### src/cfg_bank_pkg.sv
// constants, register map and reset values of the converter config bank
// Behaviour
// - decode user addresses only from 0x000 up to 0x15D; map is sparse
// - registers read/write except the last four, read-only factory data
// - each read/write register is eight bits of volatile storage
// - defaults load at power-up and whenever the reset pin asserts
// - every register reached by a command carrying its address
// - 0x00 mirrored: shutdown, lsb-first, soft reset low, standby; 0x24
// - unused bit 7 of 0x59, 0x5A..0x5D and 0x62 always reads as zero
// - 0x01: rate enable b7, channel count b5..3, factory 111; 0x0F
// - 0x04: readback timing b7, factory 0011111 below; 0x9F
// - 0x07: word clock pol, autocal delay en, factory, randomizer; 0x62
// - 0x59: ref divider enable b4, synth enable b1, b7 unused; 0x41
// - 0x5F: synth output enable b3, bias enable b2; 0xF1
// - 0x5A: five-bit loop resistor, b7 unused, factory 01; 0x2F
// - 0x62: octal lvds, format, output mode, test pattern; 0x10
// - 0x65: eight lane polarity invert bits; 0x00
// - registers also reload defaults 2^20 clocks after power-on reset
package cfg_bank_pkg;
	localparam int ADDR_W = 10;
	localparam int NREG = 27;
	localparam int IDX_W = 5;
	localparam logic [ADDR_W-1:0] ADDR_MAX = 10'h15D;
	localparam int POR_DELAY_CYCLES = 1048576;
	localparam int POR_CNT_W = 21;

	// storage index of the first read-only factory register
	localparam logic [IDX_W-1:0] RO_FIRST = 5'h17;

	localparam logic [ADDR_W-1:0] BIT_ORDER_AND_POWER_MODE = 10'h000;
	localparam logic [ADDR_W-1:0] CHANNEL_COUNT_CONTROL = 10'h001;
	localparam logic [ADDR_W-1:0] OUTPUT_RATE_CONTROL = 10'h002;
	localparam logic [ADDR_W-1:0] READBACK_TIMING_CONTROL = 10'h004;
	localparam logic [ADDR_W-1:0] RANDOMIZER_AND_WORD_CLOCK = 10'h007;
	localparam logic [ADDR_W-1:0] AUTOCAL_DELAY = 10'h01E;
	localparam logic [ADDR_W-1:0] DELAY_LOOP_CONTROL = 10'h052;
	localparam logic [ADDR_W-1:0] CLOCK_SOURCE_SELECT = 10'h053;
	localparam logic [ADDR_W-1:0] SYNTH_REF_DIVIDER_LOW = 10'h054;
	localparam logic [ADDR_W-1:0] SYNTH_OUT_AND_REF_DIVIDER_HIGH = 10'h055;
	localparam logic [ADDR_W-1:0] SYNTH_PRESCALER_LOW = 10'h056;
	localparam logic [ADDR_W-1:0] SYNTH_PRESCALER_HIGH = 10'h057;
	localparam logic [ADDR_W-1:0] SYNTH_CHARGE_PUMP = 10'h058;
	localparam logic [ADDR_W-1:0] SYNTH_ENABLE_ONE = 10'h059;
	localparam logic [ADDR_W-1:0] LOOP_FILTER_RESISTOR = 10'h05A;
	localparam logic [ADDR_W-1:0] LOOP_FILTER_CAP_THREE = 10'h05B;
	localparam logic [ADDR_W-1:0] LOOP_FILTER_CAP_ONE = 10'h05C;
	localparam logic [ADDR_W-1:0] LOOP_FILTER_CAP_TWO = 10'h05D;
	localparam logic [ADDR_W-1:0] SYNTH_ENABLE_TWO = 10'h05F;
	localparam logic [ADDR_W-1:0] OUTPUT_FORMAT_AND_PATTERN = 10'h062;
	localparam logic [ADDR_W-1:0] RESOLUTION_AND_LVDS_LOAD = 10'h063;
	localparam logic [ADDR_W-1:0] DECIMATION_CLOCK_PHASE = 10'h064;
	localparam logic [ADDR_W-1:0] LVDS_POLARITY = 10'h065;
	// last four addresses of the map hold factory read-only data
	localparam logic [ADDR_W-1:0] FACTORY_RO_0 = 10'h15A;
	localparam logic [ADDR_W-1:0] FACTORY_RO_1 = 10'h15B;
	localparam logic [ADDR_W-1:0] FACTORY_RO_2 = 10'h15C;
	localparam logic [ADDR_W-1:0] FACTORY_RO_3 = 10'h15D;

	// defaults, in storage index order
	localparam logic [7:0] RST_BIT_ORDER = 8'h24;
	localparam logic [7:0] RST_CHANNEL_COUNT = 8'h0F;
	localparam logic [7:0] RST_OUTPUT_RATE = 8'h00;
	localparam logic [7:0] RST_READBACK_TIMING = 8'h9F;
	localparam logic [7:0] RST_RANDOMIZER = 8'h62;
	localparam logic [7:0] RST_AUTOCAL_DELAY = 8'h80;
	localparam logic [7:0] RST_DELAY_LOOP = 8'h0A;
	localparam logic [7:0] RST_CLOCK_SOURCE = 8'h45;
	localparam logic [7:0] RST_REF_DIV_LOW = 8'h00;
	localparam logic [7:0] RST_REF_DIV_HIGH = 8'h48;
	localparam logic [7:0] RST_PRESCALER_LOW = 8'h78;
	localparam logic [7:0] RST_PRESCALER_HIGH = 8'h40;
	localparam logic [7:0] RST_CHARGE_PUMP = 8'h12;
	localparam logic [7:0] RST_SYNTH_ENABLE_ONE = 8'h41;
	localparam logic [7:0] RST_LOOP_RESISTOR = 8'h2F;
	localparam logic [7:0] RST_LOOP_CAP = 8'h27;
	localparam logic [7:0] RST_SYNTH_ENABLE_TWO = 8'hF1;
	localparam logic [7:0] RST_OUTPUT_FORMAT = 8'h10;
	localparam logic [7:0] RST_RESOLUTION = 8'h01;
	localparam logic [7:0] RST_DECIM_PHASE = 8'h03;
	localparam logic [7:0] RST_LVDS_POLARITY = 8'h00;

	// bits that read back as stored; unimplemented bits masked to zero
	localparam logic [7:0] MASK_ALL = 8'hFF;
	localparam logic [7:0] MASK_BIT7_UNUSED = 8'h7F;

	// field positions
	localparam int BIT_SHUTDOWN_HI = 7;
	localparam int BIT_LSB_FIRST_HI = 6;
	localparam int BIT_SOFT_RESET_HI = 5;
	localparam int BIT_STANDBY_HI = 4;
	localparam int BIT_STANDBY_LO = 3;
	localparam int BIT_SOFT_RESET_LO = 2;
	localparam int BIT_LSB_FIRST_LO = 1;
	localparam int BIT_SHUTDOWN_LO = 0;
	localparam int BIT_INDEP_RATE = 7;
	localparam int POS_CHAN_COUNT = 3;
	localparam int BIT_READBACK_TIME = 7;
	localparam int BIT_WORD_CLK_POL = 7;
	localparam int BIT_AUTOCAL_EN = 6;
	localparam int BIT_RANDOMIZER = 0;
	localparam int BIT_REF_DIV_EN = 4;
	localparam int BIT_SYNTH_EN = 1;
	localparam int BIT_SYNTH_OUT_EN = 3;
	localparam int BIT_SYNTH_BIAS_EN = 2;
	localparam int BIT_OCTAL_LVDS = 6;
	localparam int BIT_DATA_FORMAT = 5;
	localparam int POS_OUT_MODE = 3;
	localparam int POS_TEST_PATTERN = 0;

	typedef enum logic [1:0] {
		POR_WAIT = 2'b00,
		POR_LOAD = 2'b01,
		POR_DONE = 2'b11
	} por_state_e;
endpackage

### src/cfg_factory_rom.sv
// factory read-only data with registered output
`timescale 1ns/1ps
module cfg_factory_rom #(
	parameter logic [7:0] FACTORY_0 = 8'h5A,
	parameter logic [7:0] FACTORY_1 = 8'hA5,
	parameter logic [7:0] FACTORY_2 = 8'h3C,
	parameter logic [7:0] FACTORY_3 = 8'hC3
) (
	// clock
	input  wire logic       clk,
	// read
	input  wire logic [1:0] sel,
	output logic      [7:0] data
);
	logic [7:0] data_d;

	always_comb begin
		case (sel)
			2'h0: data_d = FACTORY_0;
			2'h1: data_d = FACTORY_1;
			2'h2: data_d = FACTORY_2;
			default: data_d = FACTORY_3;
		endcase
	end

	always_ff @(posedge clk) begin
		data <= data_d;
	end
endmodule

### src/cfg_reg_mem.sv
// eight-bit storage array with per-index defaults and registered read
`timescale 1ns/1ps
module cfg_reg_mem (
	// clock and load of defaults
	input  wire logic                          clk,
	input  wire logic                          load_defaults,
	// write port
	input  wire logic                          wr_en,
	input  wire logic [cfg_bank_pkg::IDX_W-1:0] wr_idx,
	input  wire logic [7:0]                    wr_data,
	// read port
	input  wire logic [cfg_bank_pkg::IDX_W-1:0] rd_idx,
	output logic      [7:0]                    rd_data,
	// whole array for field taps
	output logic      [cfg_bank_pkg::NREG*8-1:0] flat
);
	logic [7:0] mem_q [cfg_bank_pkg::NREG];
	logic [7:0] mem_d [cfg_bank_pkg::NREG];
	logic [7:0] rd_d;

	function automatic logic [7:0] default_of(input int i);
		case (i)
			0: default_of = cfg_bank_pkg::RST_BIT_ORDER;
			1: default_of = cfg_bank_pkg::RST_CHANNEL_COUNT;
			2: default_of = cfg_bank_pkg::RST_OUTPUT_RATE;
			3: default_of = cfg_bank_pkg::RST_READBACK_TIMING;
			4: default_of = cfg_bank_pkg::RST_RANDOMIZER;
			5: default_of = cfg_bank_pkg::RST_AUTOCAL_DELAY;
			6: default_of = cfg_bank_pkg::RST_DELAY_LOOP;
			7: default_of = cfg_bank_pkg::RST_CLOCK_SOURCE;
			8: default_of = cfg_bank_pkg::RST_REF_DIV_LOW;
			9: default_of = cfg_bank_pkg::RST_REF_DIV_HIGH;
			10: default_of = cfg_bank_pkg::RST_PRESCALER_LOW;
			11: default_of = cfg_bank_pkg::RST_PRESCALER_HIGH;
			12: default_of = cfg_bank_pkg::RST_CHARGE_PUMP;
			13: default_of = cfg_bank_pkg::RST_SYNTH_ENABLE_ONE;
			14: default_of = cfg_bank_pkg::RST_LOOP_RESISTOR;
			15, 16, 17: default_of = cfg_bank_pkg::RST_LOOP_CAP;
			18: default_of = cfg_bank_pkg::RST_SYNTH_ENABLE_TWO;
			19: default_of = cfg_bank_pkg::RST_OUTPUT_FORMAT;
			20: default_of = cfg_bank_pkg::RST_RESOLUTION;
			21: default_of = cfg_bank_pkg::RST_DECIM_PHASE;
			default: default_of = cfg_bank_pkg::RST_LVDS_POLARITY;
		endcase
	endfunction

	always_comb begin
		for (int i = 0; i < cfg_bank_pkg::NREG; i++) begin
			if (load_defaults) begin
				mem_d[i] = default_of(i);
			end else if (wr_en && wr_idx == i[cfg_bank_pkg::IDX_W-1:0]) begin
				mem_d[i] = wr_data;
			end else begin
				mem_d[i] = mem_q[i];
			end
		end
		rd_d = mem_q[rd_idx];
	end

	always_ff @(posedge clk) begin
		mem_q <= mem_d;
		rd_data <= rd_d;
	end

	always_comb begin
		for (int i = 0; i < cfg_bank_pkg::NREG; i++) begin
			flat[i*8 +: 8] = mem_q[i];
		end
	end
endmodule

### src/adc_config_register_bank.sv
// configuration register bank of the converter, top level
`timescale 1ns/1ps
module adc_config_register_bank #(
	parameter int POR_DELAY = cfg_bank_pkg::POR_DELAY_CYCLES
) (
	// clock and reset pin
	input  wire logic       CLK,
	input  wire logic       SYS_RST,
	// register command port from the serial front end
	input  wire logic       CMD_VALID,
	input  wire logic       CMD_WRITE,
	input  wire logic [9:0] CMD_ADDR,
	input  wire logic [7:0] CMD_WDATA,
	output logic            RD_VALID,
	output logic      [7:0] RD_DATA,
	output logic            RD_HIT,
	// decoded controls
	output logic            SHUTDOWN,
	output logic            STANDBY,
	output logic            SOFT_RESET,
	output logic            LSB_FIRST,
	output logic            INDEPENDENT_RATE_ENABLE,
	output logic      [2:0] CHANNEL_COUNT_SEL,
	output logic            READBACK_OUTPUT_TIMING,
	output logic            WORD_CLOCK_POLARITY,
	output logic            AUTOCAL_DELAY_ENABLE,
	output logic            RANDOMIZER_ENABLE,
	output logic            SYNTH_REF_DIVIDER_ENABLE,
	output logic            SYNTH_ENABLE,
	output logic            SYNTH_OUTPUT_ENABLE,
	output logic            SYNTH_BIAS_ENABLE,
	output logic      [4:0] LOOP_FILTER_RESISTOR_SETTING,
	output logic            OCTAL_SERIAL_LVDS_SELECT,
	output logic            DATA_FORMAT,
	output logic      [1:0] OUTPUT_MODE,
	output logic      [2:0] TEST_PATTERN_SEL,
	output logic      [7:0] LVDS_LANE_INVERT,
	output logic            DEFAULTS_READY
);
	// decode result: storage index, valid, read-only
	typedef struct packed {
		logic                          hit;
		logic                          ro;
		logic [cfg_bank_pkg::IDX_W-1:0] idx;
		logic [7:0]                    mask;
	} dec_s;

	function automatic dec_s decode(input logic [9:0] a);
		dec_s r;
		r.hit = 1'b1;
		r.ro = 1'b0;
		r.mask = cfg_bank_pkg::MASK_ALL;
		if (a == cfg_bank_pkg::BIT_ORDER_AND_POWER_MODE) begin
			r.idx = 5'h00;
		end else if (a == cfg_bank_pkg::CHANNEL_COUNT_CONTROL) begin
			r.idx = 5'h01;
		end else if (a == cfg_bank_pkg::OUTPUT_RATE_CONTROL) begin
			r.idx = 5'h02;
		end else if (a == cfg_bank_pkg::READBACK_TIMING_CONTROL) begin
			r.idx = 5'h03;
		end else if (a == cfg_bank_pkg::RANDOMIZER_AND_WORD_CLOCK) begin
			r.idx = 5'h04;
		end else if (a == cfg_bank_pkg::AUTOCAL_DELAY) begin
			r.idx = 5'h05;
		end else if (a == cfg_bank_pkg::DELAY_LOOP_CONTROL) begin
			r.idx = 5'h06;
		end else if (a == cfg_bank_pkg::CLOCK_SOURCE_SELECT) begin
			r.idx = 5'h07;
		end else if (a == cfg_bank_pkg::SYNTH_REF_DIVIDER_LOW) begin
			r.idx = 5'h08;
		end else if (a == cfg_bank_pkg::SYNTH_OUT_AND_REF_DIVIDER_HIGH) begin
			r.idx = 5'h09;
		end else if (a == cfg_bank_pkg::SYNTH_PRESCALER_LOW) begin
			r.idx = 5'h0A;
		end else if (a == cfg_bank_pkg::SYNTH_PRESCALER_HIGH) begin
			r.idx = 5'h0B;
		end else if (a == cfg_bank_pkg::SYNTH_CHARGE_PUMP) begin
			r.idx = 5'h0C;
		end else if (a == cfg_bank_pkg::SYNTH_ENABLE_ONE) begin
			r.idx = 5'h0D;
			r.mask = cfg_bank_pkg::MASK_BIT7_UNUSED;
		end else if (a == cfg_bank_pkg::LOOP_FILTER_RESISTOR) begin
			r.idx = 5'h0E;
			r.mask = cfg_bank_pkg::MASK_BIT7_UNUSED;
		end else if (a == cfg_bank_pkg::LOOP_FILTER_CAP_THREE) begin
			r.idx = 5'h0F;
			r.mask = cfg_bank_pkg::MASK_BIT7_UNUSED;
		end else if (a == cfg_bank_pkg::LOOP_FILTER_CAP_ONE) begin
			r.idx = 5'h10;
			r.mask = cfg_bank_pkg::MASK_BIT7_UNUSED;
		end else if (a == cfg_bank_pkg::LOOP_FILTER_CAP_TWO) begin
			r.idx = 5'h11;
			r.mask = cfg_bank_pkg::MASK_BIT7_UNUSED;
		end else if (a == cfg_bank_pkg::SYNTH_ENABLE_TWO) begin
			r.idx = 5'h12;
		end else if (a == cfg_bank_pkg::OUTPUT_FORMAT_AND_PATTERN) begin
			r.idx = 5'h13;
			r.mask = cfg_bank_pkg::MASK_BIT7_UNUSED;
		end else if (a == cfg_bank_pkg::RESOLUTION_AND_LVDS_LOAD) begin
			r.idx = 5'h14;
		end else if (a == cfg_bank_pkg::DECIMATION_CLOCK_PHASE) begin
			r.idx = 5'h15;
		end else if (a == cfg_bank_pkg::LVDS_POLARITY) begin
			r.idx = 5'h16;
		end else if (a >= cfg_bank_pkg::FACTORY_RO_0 &&
			a <= cfg_bank_pkg::ADDR_MAX) begin
			r.idx = cfg_bank_pkg::RO_FIRST + 5'(a - cfg_bank_pkg::FACTORY_RO_0);
			r.ro = 1'b1;
		end else begin
			// unmapped: no hit, reads back zero
			r.hit = 1'b0;
			r.idx = 5'h00;
			r.mask = 8'h00;
		end
		return r;
	endfunction

	// power-on delay then default load
	cfg_bank_pkg::por_state_e por_q, por_d;
	logic [cfg_bank_pkg::POR_CNT_W-1:0] cnt_q, cnt_d;
	logic load_defaults;

	always_comb begin
		por_d = por_q;
		cnt_d = cnt_q;
		case (por_q)
			cfg_bank_pkg::POR_WAIT: begin
				if (cnt_q == cfg_bank_pkg::POR_CNT_W'(POR_DELAY - 1)) begin
					por_d = cfg_bank_pkg::POR_LOAD;
				end else begin
					cnt_d = cnt_q + 1'b1;
				end
			end
			cfg_bank_pkg::POR_LOAD: begin
				por_d = cfg_bank_pkg::POR_DONE;
			end
			default: begin
				por_d = cfg_bank_pkg::POR_DONE;
			end
		endcase
	end

	// power-on state is taken from reset; reset pin also reruns the wait
	always_ff @(posedge CLK) begin
		if (SYS_RST) begin
			por_q <= cfg_bank_pkg::POR_WAIT;
			cnt_q <= '0;
		end else begin
			por_q <= por_d;
			cnt_q <= cnt_d;
		end
	end

	// a write landing in the load cycle loses to the defaults
	// reset pin loads defaults
	assign load_defaults = SYS_RST || (por_q == cfg_bank_pkg::POR_LOAD);

	// command decode
	dec_s dec;
	logic wr_ok;
	logic [7:0] mem_rd, rom_rd;
	logic [1:0] rom_sel;
	logic [cfg_bank_pkg::NREG*8-1:0] flat;

	assign dec = decode(CMD_ADDR);
	assign wr_ok = CMD_VALID && CMD_WRITE && dec.hit && !dec.ro;

	cfg_reg_mem u_mem (
		.clk           (CLK),
		.load_defaults (load_defaults),
		.wr_en         (wr_ok),
		.wr_idx        (dec.idx),
		.wr_data       (CMD_WDATA),
		.rd_idx        (dec.idx),
		.rd_data       (mem_rd),
		.flat          (flat)
	);

	// rom words follow the address order from the first read-only location;
	// the low address bits alone would start the table mid-way
	assign rom_sel = 2'(CMD_ADDR - cfg_bank_pkg::FACTORY_RO_0);

	cfg_factory_rom u_rom (
		.clk  (CLK),
		.sel  (rom_sel),
		.data (rom_rd)
	);

	// read answer two cycles after the command
	logic       rvalid_q, rvalid_d;
	logic       rhit_q, rhit_d;
	logic       rro_q, rro_d;
	logic [7:0] rmask_q, rmask_d;

	always_comb begin
		rvalid_d = CMD_VALID && !CMD_WRITE && !SYS_RST;
		rhit_d = dec.hit;
		rro_d = dec.ro;
		rmask_d = dec.mask;
	end

	always_ff @(posedge CLK) begin
		if (SYS_RST) begin
			rvalid_q <= 1'b0;
			rhit_q <= 1'b0;
			rro_q <= 1'b0;
			rmask_q <= 8'h00;
		end else begin
			rvalid_q <= rvalid_d;
			rhit_q <= rhit_d;
			rro_q <= rro_d;
			rmask_q <= rmask_d;
		end
	end

	// second stage keeps every output straight from a flop
	logic       rv2_q, rv2_d;
	logic       rh2_q, rh2_d;
	logic [7:0] rdat_q, rdat_d;

	always_comb begin
		rv2_d = rvalid_q;
		rh2_d = rvalid_q && rhit_q;
		rdat_d = rvalid_q ? ((rro_q ? rom_rd : mem_rd) & rmask_q) : 8'h00;
	end

	always_ff @(posedge CLK) begin
		if (SYS_RST) begin
			rv2_q <= 1'b0;
			rh2_q <= 1'b0;
			rdat_q <= 8'h00;
		end else begin
			rv2_q <= rv2_d;
			rh2_q <= rh2_d;
			rdat_q <= rdat_d;
		end
	end

	assign RD_VALID = rv2_q;
	assign RD_HIT = rh2_q;
	assign RD_DATA = rdat_q;

	// field taps, registered
	logic [7:0] r00, r01, r04, r07, r59, r5a, r5f, r62, r65;
	assign r00 = flat[0*8 +: 8];
	assign r01 = flat[1*8 +: 8];
	assign r04 = flat[3*8 +: 8];
	assign r07 = flat[4*8 +: 8];
	assign r59 = flat[13*8 +: 8];
	assign r5a = flat[14*8 +: 8];
	assign r5f = flat[18*8 +: 8];
	assign r62 = flat[19*8 +: 8];
	assign r65 = flat[22*8 +: 8];

	logic [36:0] fld_q, fld_d;

	always_comb begin
		fld_d = '0;
		fld_d[0] = r00[cfg_bank_pkg::BIT_SHUTDOWN_HI] |
			r00[cfg_bank_pkg::BIT_SHUTDOWN_LO];
		fld_d[1] = r00[cfg_bank_pkg::BIT_STANDBY_HI] |
			r00[cfg_bank_pkg::BIT_STANDBY_LO];
		fld_d[2] = !r00[cfg_bank_pkg::BIT_SOFT_RESET_HI] |
			!r00[cfg_bank_pkg::BIT_SOFT_RESET_LO];
		fld_d[3] = r00[cfg_bank_pkg::BIT_LSB_FIRST_HI] |
			r00[cfg_bank_pkg::BIT_LSB_FIRST_LO];
		fld_d[4] = r01[cfg_bank_pkg::BIT_INDEP_RATE];
		fld_d[7:5] = r01[cfg_bank_pkg::POS_CHAN_COUNT +: 3];
		fld_d[8] = r04[cfg_bank_pkg::BIT_READBACK_TIME];
		fld_d[9] = r07[cfg_bank_pkg::BIT_WORD_CLK_POL];
		fld_d[10] = r07[cfg_bank_pkg::BIT_AUTOCAL_EN];
		fld_d[11] = r07[cfg_bank_pkg::BIT_RANDOMIZER];
		fld_d[12] = r59[cfg_bank_pkg::BIT_REF_DIV_EN];
		fld_d[13] = r59[cfg_bank_pkg::BIT_SYNTH_EN];
		fld_d[14] = r5f[cfg_bank_pkg::BIT_SYNTH_OUT_EN];
		fld_d[15] = r5f[cfg_bank_pkg::BIT_SYNTH_BIAS_EN];
		fld_d[20:16] = r5a[4:0];
		fld_d[21] = r62[cfg_bank_pkg::BIT_OCTAL_LVDS];
		fld_d[22] = r62[cfg_bank_pkg::BIT_DATA_FORMAT];
		fld_d[24:23] = r62[cfg_bank_pkg::POS_OUT_MODE +: 2];
		fld_d[27:25] = r62[cfg_bank_pkg::POS_TEST_PATTERN +: 3];
		fld_d[35:28] = r65;
		fld_d[36] = (por_q == cfg_bank_pkg::POR_DONE);
	end

	always_ff @(posedge CLK) begin
		fld_q <= fld_d;
	end

	assign SHUTDOWN = fld_q[0];
	assign STANDBY = fld_q[1];
	assign SOFT_RESET = fld_q[2];
	assign LSB_FIRST = fld_q[3];
	assign INDEPENDENT_RATE_ENABLE = fld_q[4];
	assign CHANNEL_COUNT_SEL = fld_q[7:5];
	assign READBACK_OUTPUT_TIMING = fld_q[8];
	assign WORD_CLOCK_POLARITY = fld_q[9];
	assign AUTOCAL_DELAY_ENABLE = fld_q[10];
	assign RANDOMIZER_ENABLE = fld_q[11];
	assign SYNTH_REF_DIVIDER_ENABLE = fld_q[12];
	assign SYNTH_ENABLE = fld_q[13];
	assign SYNTH_OUTPUT_ENABLE = fld_q[14];
	assign SYNTH_BIAS_ENABLE = fld_q[15];
	assign LOOP_FILTER_RESISTOR_SETTING = fld_q[20:16];
	assign OCTAL_SERIAL_LVDS_SELECT = fld_q[21];
	assign DATA_FORMAT = fld_q[22];
	assign OUTPUT_MODE = fld_q[24:23];
	assign TEST_PATTERN_SEL = fld_q[27:25];
	assign LVDS_LANE_INVERT = fld_q[35:28];
	assign DEFAULTS_READY = fld_q[36];
endmodule

### config.mk
export PLATFORM = sky130hd
export DESIGN_NAME = adc_config_register_bank
export DESIGN_NICKNAME = d
export VERILOG_FILES = /design/src/cfg_bank_pkg.sv /design/src/cfg_factory_rom.sv /design/src/cfg_reg_mem.sv /design/src/adc_config_register_bank.sv
export SDC_FILE = /design/constraint.sdc
export NUM_CORES = 1
export LEC_CHECK = 0
export BUFFER_PORTS_ARGS = -buffer_cell sky130_fd_sc_hd__buf_4
export CAP_MARGIN = 20
export CORE_UTILIZATION = 29
export CTS_CLUSTER_DIAMETER = 60
export CTS_CLUSTER_SIZE = 10
export DETAILED_ROUTE_END_ITERATION = 6
export GPL_TIMING_DRIVEN = 1
export PLACE_DENSITY = 0.45
export SLEW_MARGIN = 10
export SYNTH_ARGS = -nofsm -noshare
export SYNTH_HDL_FRONTEND = slang
export SYNTH_HIERARCHICAL = 1
export SYNTH_SLANG_ARGS = --single-unit
### constraint.sdc
create_clock -name CLK -period 9.7 [get_ports CLK]
set_clock_uncertainty 0.15 [all_clocks]
set_input_delay 0.485 -clock CLK [delete_from_list [all_inputs] [get_ports CLK]]
set_output_delay 0.485 -clock CLK [all_outputs]
set_load 0.01 [all_outputs]
# Yosys cells after proc, flatten, opt, wreduce, memory -nomap -nowiden
# Cells that the tools add are included.
[op_classes] addsub=3 magnitude_cmp=3 eq_ne=54 muxes=73 bitwise=8 n_reduce_logical=46
[ops] operator="$eq 10x7->1 const B" count=17
[ops] operator="$mux 8" count=21
[ops] operator="$mux 5" count=18
[ops] operator="$mux 13" count=6
[ops] operator="$eq 5x5->1 const B" count=11
[ops] operator="$mux 2" count=25
[ops] operator="$bmux 8 s5" count=1
[ops] operator="$eq 5x4->1 const B" count=8
[ops] operator="$logic_and 1x1->1" count=34
[ops] operator="$pmux 8 s3" count=1
[ops] operator="$add 21x1->21 const B" count=1
[ops] operator="$eq 21x20->1 const B" count=1
[ops] operator="$eq 10x3->1 const B" count=2
[ops] operator="$eq 5x3->1 const B" count=4
[ops] operator="$eq 10x1->1 const B" count=1
[ops] operator="$eq 10x2->1 const B" count=1
[ops] operator="$eq 10x5->1 const B" count=1
[ops] operator="$eq 5x2->1 const B" count=2
[ops] operator="$ge 10x9->1 const B" count=1
[ops] operator="$le 10x9->1 const B" count=1
[ops] operator="$logic_not 10->1" count=1
[ops] operator="$and 8x8->8" count=1
[ops] operator="$ge 6x6->1 const B" count=1
[ops] operator="$not 5->6" count=1
[ops] operator="other kinds (15)" count=26
[totals] regBits=313 elab_cells=226

# Logic depth before layout (Yosys ltp)
[depth] word_depth=30 mapped_depth=15

# Cells and area by module
# Netlist, hierarchy kept.
[by_module_without_submodules] module="cfg_reg_mem" instances=1 cells_per_inst=1141 area_each_um2=10082.2
[by_module_without_submodules] module="adc_config_register_bank" instances=1 cells_per_inst=331 area_each_um2=3130.5
[by_module_without_submodules] module="cfg_factory_rom" instances=1 cells_per_inst=17 area_each_um2=183.9

# Worst setup path before layout
# No wires, ideal clock.
[synth_timing] path_kind="in2reg" from="in CMD_ADDR[2]" to="reg u_mem.mem_q (netlist bit u_mem/flat[156])" setup_time_ns=0.120 t_arrival_ns=3.822 t_required_ns=9.430 setup_slack_ns=5.609 path_stages=12 path_buffers=1 path_cell_list="clkbuf_1 inv_1 ha_1 nand2_1 mux2_2 o21ai_0 xor2_1 o21ai_0 nand2_1 nor3_4 nor2b_1 a211o_1"
[synth_lines] element="from (decl)" line="adc_config_register_bank.sv:12" source="input wire logic [9:0] CMD_ADDR,"
[synth_lines] element="to (signal assigned)" line="cfg_reg_mem.sv:61" source="mem_q <= mem_d;"
[synth_lines] element="to (decl)" line="cfg_reg_mem.sv:17" source="logic [7:0] mem_q [cfg_bank_pkg::NREG];"

==> key figures <==
Outcome
  • Status: finished, final reports clean

Floorplan
  • Die Ht: 217 µm
  • Top Ports: 69
  • Row cnt: 78
  • Die Wd: 217 µm
  • Starting Density: 0.295
  • DIE AREA: 0.0471 mm²
  • Core area: 0.0455 mm²

Global routing
  • Initial antenna violation count: 0
  • Gr usage total: 0.169
  • Global-route wire length before repair: 62.2 mm
  • Gr ovfl total: 0
  • Via count of the first global-routing pass: 10400
  • Largest net degree at the start of global routing: 90

Final layout
  • Filler cells: 4771
  • Fin nets: 1533
  • Antenna Cells: 0
  • Post-route core utilization: 0.341
  • Share of cells above drive strength 1: 0.113
  • Non-filler cells, final: 2111
  • Layout area overhead: 15.7%

Synthesis
  • Dominant synthesized flop cell: dfxtp_1
  • Most common cell in the netlist: dfxtp_1
  • Synth unique cells: 70
  • Mapped Cells: 1489
  • Dominant cell type by area after synthesis: dfxtp_1
  • Syn Nets: 1525
  • Seq/Total Area, Yosys: 0.451
  • Post-synth EDFFs: 0
  • Top-area cell type share of the netlist area: 0.451
  • Post-synth ARST share: 0
  • Syn_area_per_cell: 9.00 µm²
  • Yosys reg bits: 302
  • Post-synth top cells: dfxtp_1 (302), mux2i_1 (200), nand2_1 (183), nor2_1 (144), a21oi_1 (94)
  • Yosys Warn Count: 6
  • Synth top area cells: dfxtp_1 (45%), mux2i_1 (15%), nand2_1 (5.1%)
  • Area of the mapped netlist: 0.0134 mm²

CTS
  • Post-cts sizing count: 0
  • CTS Hold Buffers Added: 1
  • H-Tree Depth: 2
  • Num CTS Buffers: 39
  • Latest clock arrival within the worst-skew pair: 0.55 ns
  • Clock Root Buffer: clkbuf_16
  • CTS Buffer Depth: 3
  • Clk pin slew, worst setup/hold paths: 0.05 ns
  • Clock sink total: 302
  • CTS tree: yes
  • Post-CTS Setup Bufs: 0

Timing
  • Worst Slack Setup Final: 5.04 ns
  • Final hold slack: 0.0725 ns
  • Worst Tran Pin Value: 1.07 ns
  • Final setup viols: 0
  • Relative slew slack: 0.285
  • Final worst path period share: 0.480
  • RSZ-0062 raised after global routing: false
  • Final worst path period need: 4.66 ns
  • Max Freq: 215 MHz
  • Max Slew Vio Count: 0
  • Setup TNS: 0 ns
  • Fin. Hold Viols: 0

Power
  • P_leak: 5.45 nW
  • Peak VDD IR: 0.150 mV
  • Pwr dens: 176 mW/mm²

Worst setup path
  • CP max stage delay: 0.83 ns
  • Crit path required time: 9.98 ns
  • CP Class: input port to flip-flop
  • Most used cell, CP: buf_4
  • CP Max Fanout: 57
  • WP data arrival: 4.94 ns
  • Worst path slowest cell: buf_4
  • Reg2reg setup slack: 7.26 ns
  • Critical path startpoint category: input port
  • Crit-path cells: buf_4, inv_1, ha_1, nor2_1, a2111oi_0, o31a_1, a21o_1, a22o_4, buf_4, nand2b_2, nor3_4, nor2b_1, a211o_1
  • CP Capture Type: flip-flop

Placed design
  • RePlAce Congestion: 0.815
  • Placed cells: 2055
  • Dpl ws: 4.47 ns
  • IO Port Bufs: 68
  • Hpwl dp: 24.9 mm

Detailed routing
  • Via Count: 10700
  • WL final: 39.8 mm
  • ANT nets after route: 0
  • WL/cell: 18.9 µm
  • Drt pass-1 iters: 5
  • DR iter-0 viols: 962
  • Vias/cell: 5.07
  • Drt drc: 0

Run
  • Max_cap viols: 0

Worst hold path
  • Worst Hold Class: input port to flip-flop
-- stage by stage --
| step | power (mW) | instance area (µm²) |
|---|---|---|
| 3_3_place_gp | 1.41 | 14300 |
| 2_1_floorplan | 1.36 | 13400 |
| 4_1_cts | 2.78 | 15500 |
| 3_5_place_dp | 1.41 | 14300 |
| 6_report | 2.73 | 15500 |
| 5_1_grt | 2.84 | 15500 |
-- state kept, by name (all words and copies together) (netlist names), 2 cells and up --
signal,count
por_q,2
u_mem/flat,216
u_mem/rd_data,8
u_rom/data,4
rmask_q,2
fld_q,37
RD_DATA,8
cnt_q,21
-- cell type report --
class                   count  area [µm²]  share of cell area
inverters                  17        63.8             0.00412
clock inverters            10         121             0.00783
multi-input cells        1050        6830               0.440
well taps                 600         751              0.0484
flip-flops and latches    302        6050               0.390
repair buffers             87         656              0.0423
clock buffers              45        1040              0.0671
-- worst max-delay path: cells and delay by family --
family | cells | cell delay (ns)
AO/OA/AOI/OAI | 5 | 1.65
adder cells (fa/ha/maj) | 1 | 0.36
buffers and inverters | 3 | 1.18
AND/OR/NAND/NOR | 4 | 1.25
-- path summary, 6_finish.rpt --
path | to | cells after the start | startpoint
max | u_mem/flat[169]$_SDFFE_PP1P_ | 13 | CMD_ADDR[1]
min reg2reg | fld_q[32]$_DFF_P_ | 0 | u_mem/flat[180]$_SDFFE_PP0P_
max reg2reg | cnt_q[11]$_SDFFE_PP0P_ | 6 | cnt_q[0]$_SDFFE_PP0P_
min | rv2_d$_SDFF_PP0_ | 2 | CMD_VALID
-- cell families (layout without fill, tap and decap cells) --
logic type,after synthesis,count (layout),synth area share
buffers and inverters,137,159,0.0421
AND/OR/NAND/NOR,586,586,0.220
multiplexers,205,205,0.154
XOR/XNOR,16,16,0.0105
adder cells (fa/ha/maj),14,14,0.0131
flip-flops,302,302,0.451
AO/OA/AOI/OAI,229,229,0.109
-- where the power goes --
group          internal, mW  switching (mW)  total (mW)
Clock                 0.809           0.544        1.35
Combinational        0.0349          0.0913       0.126
Sequential             1.25         0.00583        1.25
Total                  2.09           0.641        2.73
-- cells in the final DEF (no fill, tap or decap), types with 4 or more instances in the layout --
| cell | instances |
|---|---|
| clkinv_2 | 4 |
| nor3_1 | 6 |
| o21ai_0 | 31 |
| nor2b_1 | 35 |
| mux2i_1 | 200 |
| xnor2_1 | 15 |
| a211o_1 | 28 |
| ha_1 | 14 |
| buf_4 | 86 |
| nor2_1 | 144 |
| nand2b_1 | 9 |
| and2_1 | 5 |
| dfxtp_1 | 302 |
| o2bb2ai_1 | 8 |
| a22oi_1 | 33 |
| mux2_2 | 4 |
| clkbuf_16 | 40 |
| o31ai_1 | 4 |
| inv_1 | 17 |
| or2_2 | 4 |
| or3_1 | 5 |
| nor4_1 | 7 |
| a21oi_1 | 93 |
| a31oi_1 | 4 |
| nor3_4 | 6 |
| nand2_1 | 183 |
| and3_1 | 6 |
| nand3_1 | 88 |
| nand4_1 | 23 |
| nand3b_1 | 31 |
-- metal layers --
| metal | GRT usage | part of all wire |
|---|---|---|
| met1 | 0.235 | 0.48 |
| met4 | 0.0533 | 0.021 |
| met2 | 0.267 | 0.46 |
| met3 | 0.0257 | 0.043 |
| met5 | 0 | 0 |
(Power assumes the default switching activity.)
